--- src/pkg/bpc_pkg.sv ---
// branch packet compressor package: widths, reset values, thresholds,
// instruction alignment states and the request carriers.
// assumes nothing beyond a SystemVerilog compiler; imported by name only.
package bpc_pkg;

  // widths of the address and the cycle counter
  localparam int ADDR_W  = 32;
  localparam int CNT_W   = 32;
  // address bytes 1-5, exception bytes 0-2, cycle count bytes 0-5
  localparam int PKT_MAX = 12;
  localparam int LEN_W   = 4;

  // counter value that reports an overflow
  localparam logic [CNT_W-1:0] CNT_SAT     = 32'hffff_ffff;
  localparam logic [CNT_W-1:0] CNT_RST     = 32'h0000_0000;
  localparam logic [ADDR_W-1:0] REF_ADDR_RST = 32'h0000_0000;

  // address and cycle count section length limits
  localparam logic [LEN_W-1:0] ADDR_LEN_MIN  = 4'h1;
  localparam logic [LEN_W-1:0] ADDR_LEN_EXC  = 4'h2;
  localparam logic [LEN_W-1:0] ADDR_LEN_FULL = 4'h5;
  localparam logic [LEN_W-1:0] CYC_LEN_MAX   = 4'h5;

  // first shifted-address bit that forces 2, 3, 4 and 5 address bytes
  localparam int THR_2 = 6;
  localparam int THR_3 = 12;
  localparam int THR_4 = 19;
  localparam int THR_5 = 26;

  // cycle count field starts: byte 0 holds [3:0], then 7 bits each
  localparam int CYC_B1 = 4;
  localparam int CYC_B2 = 11;
  localparam int CYC_B3 = 18;
  localparam int CYC_B4 = 25;

  // exception numbers above this need the second exception byte
  localparam logic [8:0] EXC_ONE_BYTE_MAX = 9'h00f;

  // instruction alignment state of the branch target
  typedef enum logic [1:0] {
    BPC_ISA_WORD,
    BPC_ISA_HALF,
    BPC_ISA_BYTE
  } bpc_isa_t;

  // one retired branch as offered by the processor side
  typedef struct packed {
    logic [ADDR_W-1:0] addr;
    bpc_isa_t          isa;
    logic              alternate_isa_flag;
    logic              nonsecure_flag;
    logic              hyp;
    logic [8:0]        exc_num;
    logic              same_cycle;
  } bpc_branch_t;

  // reference point set by an instruction-sync packet elsewhere
  typedef struct packed {
    logic [ADDR_W-1:0] addr;
    bpc_isa_t          isa;
    logic              alternate_isa_flag;
    logic              nonsecure_flag;
  } bpc_sync_t;

endpackage : bpc_pkg

--- src/hw/bpc_compressor.sv ---
// branch packet compressor: builds one branch target packet per accepted
// branch and streams it out a byte at a time.
// assumes one clock, an asynchronous active-low reset, and a byte sink
// on the same clock that may stall with out_ready.
module bpc_compressor (
  input  wire logic                  clk_sys,
  input  wire logic                  rst_n,
  input  wire logic                  cyc_acc_en,
  input  wire logic                  core_cycle_en,
  input  wire logic                  br_valid,
  output logic                       br_ready,
  input  wire bpc_pkg::bpc_branch_t  br_req,
  input  wire logic                  sync_valid,
  input  wire bpc_pkg::bpc_sync_t    sync_req,
  output logic                       out_valid,
  input  wire logic                  out_ready,
  output logic [7:0]                 out_byte,
  output logic                       out_first,
  output logic                       out_last,
  output logic [bpc_pkg::CNT_W-1:0]  cyc_count
);

  typedef enum logic {
    ST_IDLE,
    ST_SEND
  } bpc_state_t;

  bpc_state_t                                  state_q;
  logic [bpc_pkg::PKT_MAX-1:0][7:0]            pkt_q;
  logic [bpc_pkg::PKT_MAX-1:0][7:0]            pkt_d;
  logic [bpc_pkg::LEN_W-1:0]                   left_q;
  logic [bpc_pkg::LEN_W-1:0]                   len_d;
  logic                                        first_q;
  logic [bpc_pkg::CNT_W-1:0]                   cnt_q;
  logic [bpc_pkg::ADDR_W-1:0]                  ref_addr_q;
  bpc_pkg::bpc_isa_t                           ref_isa_q;
  logic                                        ref_ns_q;
  logic                                        ref_alt_q;
  logic                                        ref_valid_q;
  logic                                        accept;
  logic                                        take;
  logic                                        alt_eff;
  logic                                        exc_need;
  logic                                        exc_ext;
  logic                                        align_chg;
  logic [bpc_pkg::LEN_W-1:0]                   addr_len;
  logic [bpc_pkg::ADDR_W-1:0]                  sh_addr;
  logic [bpc_pkg::CNT_W-1:0]                   cnt_report;
  logic [4:0][7:0]                             cyc_bytes;
  logic [bpc_pkg::LEN_W-1:0]                   cyc_len;

  // bit position of address bit 0 of byte 0 for each alignment
  function automatic int unsigned isa_shift(bpc_pkg::bpc_isa_t isa);
    case (isa)
      bpc_pkg::BPC_ISA_WORD: isa_shift = 2;
      bpc_pkg::BPC_ISA_HALF: isa_shift = 1;
      default:               isa_shift = 0;
    endcase
  endfunction : isa_shift

  // low six bits of address byte 4: alignment marker and top address bits
  function automatic logic [5:0] top_field(bpc_pkg::bpc_isa_t isa,
                                           logic [31:0] a);
    case (isa)
      bpc_pkg::BPC_ISA_WORD: top_field = {3'b001, a[31:29]};
      bpc_pkg::BPC_ISA_HALF: top_field = {2'b01, a[31:28]};
      default:               top_field = {1'b1, a[31:27]};
    endcase
  endfunction : top_field

  // minimum address bytes for the changed bits after alignment shift
  function automatic logic [3:0] changed_len(logic [31:0] diff_sh);
    if (diff_sh[31:bpc_pkg::THR_5] != '0) begin
      changed_len = 4'h5;
    end else if (diff_sh[bpc_pkg::THR_5-1:bpc_pkg::THR_4] != '0) begin
      changed_len = 4'h4;
    end else if (diff_sh[bpc_pkg::THR_4-1:bpc_pkg::THR_3] != '0) begin
      changed_len = 4'h3;
    end else if (diff_sh[bpc_pkg::THR_3-1:bpc_pkg::THR_2] != '0) begin
      changed_len = 4'h2;
    end else begin
      changed_len = 4'h1;
    end
  endfunction : changed_len

  // a new branch is taken only while nothing is being sent
  assign br_ready = (state_q == ST_IDLE);
  assign accept   = br_valid && br_ready;
  assign take     = out_valid && out_ready;

  // count reported with this packet: zero for a same-cycle branch
  assign cnt_report = br_req.same_cycle ? bpc_pkg::CNT_RST : cnt_q;
  assign cyc_count  = cnt_q;

  bpc_cyc_enc u_cyc_enc (
    .count (cnt_report),
    .bytes (cyc_bytes),
    .len   (cyc_len)
  );

  // alternate flag is only meaningful for the halfword state
  assign alt_eff = (br_req.isa == bpc_pkg::BPC_ISA_HALF) &&
                   br_req.alternate_isa_flag;

  // exception bytes: an exception, or a security/alternate flag change
  assign exc_need = (br_req.exc_num != 9'h000) ||
                    (br_req.nonsecure_flag != ref_ns_q) ||
                    (alt_eff != ref_alt_q);
  assign exc_ext  = br_req.exc_num > bpc_pkg::EXC_ONE_BYTE_MAX;

  // alignment change (or no reference yet) defeats compression
  assign align_chg = !ref_valid_q || (br_req.isa != ref_isa_q);

  // address bits seen from the low bit of the byte-0 field
  assign sh_addr = br_req.addr >> isa_shift(br_req.isa);

  // address section length
  always_comb begin
    addr_len = changed_len((br_req.addr ^ ref_addr_q) >>
                           isa_shift(br_req.isa));
    if (exc_need && addr_len < bpc_pkg::ADDR_LEN_EXC) begin
      addr_len = bpc_pkg::ADDR_LEN_EXC;
    end
    // bytecode targets and alignment changes always go out whole
    if (align_chg || br_req.isa == bpc_pkg::BPC_ISA_BYTE) begin
      addr_len = bpc_pkg::ADDR_LEN_FULL;
    end
  end

  // assemble the whole packet: address, exception, then cycle count
  always_comb begin
    logic [bpc_pkg::LEN_W-1:0] pos;
    logic                      last;
    pkt_d = '0;
    pos   = '0;
    last  = 1'b0;
    // header byte: marker in bit 0, continuation in bit 7
    pkt_d[0] = {(addr_len > bpc_pkg::ADDR_LEN_MIN), sh_addr[5:0],
                1'b1};
    // address bytes 1 to 3: seven bits, or six plus exception flag
    for (int k = 1; k < 4; k++) begin
      last = (addr_len == 4'(k + 1));
      if (4'(k) < addr_len) begin
        if (last) begin
          pkt_d[k] = {1'b0, exc_need,
                      sh_addr[6 + 7 * (k - 1) +: 6]};
        end else begin
          pkt_d[k] = {1'b1, sh_addr[6 + 7 * (k - 1) +: 7]};
        end
      end
    end
    // address byte 4 is always last and carries the alignment
    if (addr_len == bpc_pkg::ADDR_LEN_FULL) begin
      pkt_d[4] = {1'b0, exc_need,
                  top_field(br_req.isa, br_req.addr)};
    end
    pos = addr_len;
    // exception information bytes
    if (exc_need) begin
      pkt_d[pos] = {exc_ext, alt_eff, 1'b0, br_req.exc_num[3:0],
                    br_req.nonsecure_flag};
      pos = pos + 4'h1;
      if (exc_ext) begin
        pkt_d[pos] = {2'b00, br_req.hyp, br_req.exc_num[8:4]};
        pos = pos + 4'h1;
      end
    end
    // cycle count bytes follow the packet directly
    if (cyc_acc_en) begin
      for (int i = 0; i < 5; i++) begin
        if (4'(i) < cyc_len) begin
          pkt_d[pos + 4'(i)] = cyc_bytes[i];
        end
      end
      pos = pos + cyc_len;
    end
    len_d = pos;
  end

  // send state: idle until accepted, back when the last byte leaves
  always_ff @(posedge clk_sys or negedge rst_n) begin
    if (!rst_n) begin
      state_q <= ST_IDLE;
    end else begin
      case (state_q)
        ST_IDLE: begin
          if (accept) begin
            state_q <= ST_SEND;
          end
        end
        ST_SEND: begin
          if (take && left_q == 4'h1) begin
            state_q <= ST_IDLE;
          end
        end
        default: begin
          state_q <= ST_IDLE;
        end
      endcase
    end
  end

  // packet shift register: the head byte always drives out_byte
  always_ff @(posedge clk_sys or negedge rst_n) begin
    if (!rst_n) begin
      pkt_q   <= '0;
      left_q  <= '0;
      first_q <= 1'b0;
    end else if (accept) begin
      pkt_q   <= pkt_d;
      left_q  <= len_d;
      first_q <= 1'b1;
    end else if (take) begin
      pkt_q   <= {8'h00, pkt_q[bpc_pkg::PKT_MAX-1:1]};
      left_q  <= left_q - 4'h1;
      first_q <= 1'b0;
    end
  end

  assign out_valid = (state_q == ST_SEND);
  assign out_byte  = pkt_q[0];
  assign out_first = out_valid && first_q;
  assign out_last  = out_valid && (left_q == 4'h1);

  // cycle counter: restarts at each packet, sticks at all ones
  // a same-cycle branch leaves it running so nothing is lost
  always_ff @(posedge clk_sys or negedge rst_n) begin
    if (!rst_n) begin
      cnt_q <= bpc_pkg::CNT_RST;
    end else if (!cyc_acc_en) begin
      cnt_q <= bpc_pkg::CNT_RST;
    end else if (accept && !br_req.same_cycle) begin
      cnt_q <= core_cycle_en ? 32'h0000_0001 : bpc_pkg::CNT_RST;
    end else if (core_cycle_en && cnt_q != bpc_pkg::CNT_SAT) begin
      cnt_q <= cnt_q + 32'h0000_0001;
    end
  end

  // compression reference: last branch packet or instruction sync
  // a sync in the same cycle as a branch loses to the branch
  always_ff @(posedge clk_sys or negedge rst_n) begin
    if (!rst_n) begin
      ref_addr_q  <= bpc_pkg::REF_ADDR_RST;
      ref_isa_q   <= bpc_pkg::BPC_ISA_WORD;
      ref_ns_q    <= 1'b0;
      ref_alt_q   <= 1'b0;
      ref_valid_q <= 1'b0;
    end else if (accept) begin
      ref_addr_q  <= br_req.addr;
      ref_isa_q   <= br_req.isa;
      ref_ns_q    <= br_req.nonsecure_flag;
      ref_alt_q   <= alt_eff;
      ref_valid_q <= 1'b1;
    end else if (sync_valid) begin
      ref_addr_q  <= sync_req.addr;
      ref_isa_q   <= sync_req.isa;
      ref_ns_q    <= sync_req.nonsecure_flag;
      ref_alt_q   <= (sync_req.isa == bpc_pkg::BPC_ISA_HALF) &&
                     sync_req.alternate_isa_flag;
      ref_valid_q <= 1'b1;
    end
  end

endmodule : bpc_compressor

--- src/hw/bpc_cyc_enc.sv ---
// cycle count encoder: leading-zero compressed count bytes.
// assumes the count is already saturated by the caller; purely combinational.
module bpc_cyc_enc (
  input  wire logic [bpc_pkg::CNT_W-1:0] count,
  output logic      [4:0][7:0]           bytes,
  output logic      [bpc_pkg::LEN_W-1:0] len
);

  // shortest byte count that still holds every set bit
  always_comb begin
    if (count[bpc_pkg::CNT_W-1:bpc_pkg::CYC_B4] != '0) begin
      len = 4'h5;
    end else if (count[bpc_pkg::CYC_B4-1:bpc_pkg::CYC_B3] != '0) begin
      len = 4'h4;
    end else if (count[bpc_pkg::CYC_B3-1:bpc_pkg::CYC_B2] != '0) begin
      len = 4'h3;
    end else if (count[bpc_pkg::CYC_B2-1:bpc_pkg::CYC_B1] != '0) begin
      len = 4'h2;
    end else begin
      len = 4'h1;
    end
  end

  // continuation flag set on all but the last byte
  always_comb begin
    bytes[0] = {1'b0, (len > 4'h1), count[3:0], 2'b00};
    bytes[1] = {(len > 4'h2), count[10:4]};
    bytes[2] = {(len > 4'h3), count[17:11]};
    bytes[3] = {(len > 4'h4), count[24:18]};
    bytes[4] = {1'b0, count[31:25]}; // last byte never continues
  end

endmodule : bpc_cyc_enc

--- config.mk ---
export PLATFORM = sky130hd
export DESIGN_NAME = bpc_compressor
export DESIGN_NICKNAME = d
export VERILOG_FILES = /design/src/pkg/bpc_pkg.sv /design/src/hw/bpc_compressor.sv /design/src/hw/bpc_cyc_enc.sv
export SDC_FILE = /design/constraint.sdc
export NUM_CORES = 1
export LEC_CHECK = 0
export ABC_AREA = 0
export BUFFER_PORTS_ARGS = -buffer_cell sky130_fd_sc_hd__buf_2
export CAP_MARGIN = 20
export CELL_PAD_IN_SITES_DETAIL_PLACEMENT = 1
export CELL_PAD_IN_SITES_GLOBAL_PLACEMENT = 2
export CORE_UTILIZATION = 28
export DETAILED_ROUTE_END_ITERATION = 16
export HOLD_SLACK_MARGIN = 0.08
export PLACE_DENSITY_LB_ADDON = 0.2
export SYNTH_ARGS = -nofsm -noshare
export SYNTH_HDL_FRONTEND = slang
export SYNTH_HIERARCHICAL = 1
export SYNTH_SLANG_ARGS = --single-unit
--- constraint.sdc ---
create_clock -name clk_sys -period 8.2 [get_ports clk_sys]
set_input_delay 2.46 -clock clk_sys [delete_from_list [all_inputs] [get_ports clk_sys]]
set_output_delay 2.46 -clock clk_sys [all_outputs]
set_load 0.05 [all_outputs]
==> results.ini <==
[yosys]
ys_ff_latch=165
synth_edf_count=0
async_flop_share_pct=100.0
synth_area_leaders=dfrtp_1 29%, nand2_1 8.0%, o21ai_0 5.4%
synthFlopType=dfrtp_1
synth-seq-area-share_pct=28.97
avgSynthCellArea_um2=7.625
ys_types=100
synth_area_leader_cell=dfrtp_1
yosysTopAreaCellShare_pct=28.97
netlist_instances=1869
yosys_warnings=6
syn_area_um2=14250

[run_status]
status=finished, final reports clean

[hold_path]
holdPathStages=2
hp-class=reg2reg

[pwr]
p_leak_nw=6.650
ir_worst_vdd_uv=153.1
power.density_nw_per_um2=211.9

[timing]
min_period_ns=6.529
slew_violations=0
setup_viol=0
worstMarginPinSlew_ns=1.092
fin_skew_ns=0.01910
setup_ws_ns=1.671
min_period_over_period_pct=79.62
slew_headroom_pct=27.21
rsz0062_at_grt=false
tns_ns=0
finalHoldViolCount=0
max_freq_mhz=153.2

[route]
avgViaCountPerCell=6.036
wl_met1_um=30510
wl_met3_um=4615
dr_total_vias=15610
ant_nets=0
drtPass1Iterations=6
avgRoutedWirePerCell_um=27.58
dr_wl_met2_um=33210
highest_layer=met4
drc=0
finalWirelength_um=71330
first_iter_violations=1139

[worst_setup_path]
cp_slowest_stage_delay_ns=0.62
r2r_slack_ns=3.47
path_common_cell=buf_4
critPathArrivalTime_ns=6.90
cp-start-kind=input pin
path_class=in2reg
r2r_cells=15
worst_ep_required_time_ns=8.57
end_kind=flip-flop
crit_fanout=51
path_cells=buf_2, buf_4, a22oi_1, o21ai_2, nand2_1, o211ai_1, o211ai_2, buf_4, inv_1, ha_1, nor3_1, a32oi_1, nor2_1, buf_4, a221oi_1, o21ai_0
slowest_stage=a32oi_1

[die]
fp.dieArea_um2=51800
core.rowCount=82
die_y_um=227.6
die_w_um=227.6
io_pins=134
core_area_um2=50170
initial_core_util_pct=28.41

[placed_design]
dp_hpwl_um=50850
port_buffers=127
dp_slack_ns=1.277
finalWeightedCongestion=0.9284

[cells_and_area]
num-fill-cells=6155
drive_gt1_share_pct=16.17
num-nets-final=1999
areaGrowthSynthToFinish_pct=12.45

[global_routing]
overflow=0
track_usage_pct=28.10
antenna_found_initial=2
grt_pass1_wl_um=106700
grt_start_max_net_pins=96
grt_pass1_vias=16110

[cts]
cts.repair.resized=0
cts_buffer_depth=2
clk_latency_ns=0.50
clk_pin_slew_ns=0.08
post_cts_buffers=0
cts_sinks=165
holdBufCountCts=0
numCtsBuffers=17
cts_tree=built
htree_num_levels=4
root_buffer=clkbuf_16

[run]
drv_cap=0

critical path: cells and delay by family:
family                   cells  cell delay [ns]
adder cells (fa/ha/maj)      1             0.19
AND/OR/NAND/NOR              3             0.68
AO/OA/AOI/OAI                7             2.15
buffers and inverters        5             1.38
synthesized netlist by cell type, drive strengths merged (6+ instances only):
cell type / instances
nand2: 306
dfrtp: 165
o21ai: 162
nor2: 149
clkbuf: 118
a21oi: 109
nand3: 98
buf: 83
mux2i: 76
o211ai: 41
a31oi: 39
xor2: 35
nor2b: 33
a22oi: 31
nor3: 27
a221oi: 24
a211oi: 22
xnor2: 22
inv: 20
o22ai: 20
o31ai: 20
a221o: 19
nand4: 19
a32oi: 16
and3: 16
and2: 14
a211o: 13
or3: 12
nor4: 11
a21o: 10
ha: 10
a22o: 8
nand2b: 8
a222oi: 7
o221ai: 7
o32ai: 7
a2111oi: 6
a32o: 6
and4: 6
or2: 6
sequential cells by signal, summed over array words and instances, names as in the netlist:
signal,count
pkt_q,88
out_byte,8
ref_addr_q,26
left_q,4
ref_alt_q,1
ref_isa_q,2
cyc_count,32
ref_ns_q,1
ref_valid_q,1
out_valid,1
first_q,1
cell type report:
cell class	count	area (um^2)	area share (%)
diodes	3	7.507	0.04685
multi-input cells	1484	9120	56.91
clock buffers	19	452.9	2.826
repair buffers	207	1242	7.753
well taps	672	840.8	5.247
clock inverters	13	136.4	0.8510
inverters	23	96.34	0.6012
flip-flops and latches	165	4129	25.77
cell usage in the layout, fill, tap and decap left out, types with 35 or more instances in the layout:
master / n
buf_4: 80
o211ai_1: 40
nor2_1: 142
mux2i_1: 76
dfrtp_1: 165
nand2_1: 300
buf_2: 126
a31oi_1: 39
nand3_1: 98
xor2_1: 35
o21ai_0: 154
a21oi_1: 109
routing by layer:
metal | vias to the layer above | GRT usage, %
met5 | - | 0
met4 | 0 | 14.09
met1 | 7911 | 36.19
li1 | 6899 | -
met3 | 156 | 3.988
met2 | 643 | 45.76
per-stage QoR:
step	total power, mW	hold WS, ns	utilization, %	std cells	instance area [um^2]
finish	3.395	0.4833	31.94	2586	16030
CTS	3.415	0.4823	31.93	2583	16020
global placement	2.496	0.4535	30.75	2551	15430
global route	3.608	0.5014	31.93	2584	16020
floorplan	2.141	0.4391	-	1873	14270
detailed placement	2.529	0.4621	30.75	2551	15430
logic make-up after synthesis:
family                     share of synthesized area (%)
and+or+nand+nor                                    23.94
AOI/OAI and AO/OA                                  29.30
buffers and inverters                              7.506
DFF                                                28.97
muxes                                              5.733
xor gates and xnor gates                           3.503
adders and majority gates                          1.018
other                                            0.02631
power breakdown:
| group | internal, mW | switching (mW) |
|---|---|---|
| sequential | 1.07 | 0.176 |
| combinational | 0.473 | 0.803 |
| clock | 0.443 | 0.428 |
| total | 1.99 | 1.41 |
path summary, 6_finish.rpt:
path                           startpoint        endpoint
setup / recovery               br_req[14]       pkt_q[48]
hold / removal                  pkt_q[94]       pkt_q[94]
setup reg to reg           ref_addr_q[18]       pkt_q[48]
hold reg to reg                 pkt_q[94]       pkt_q[94]
max in group asynchronous           rst_n       pkt_q[39]
min in group asynchronous           rst_n  ref_addr_q[31]
(Power assumes the default switching activity.)
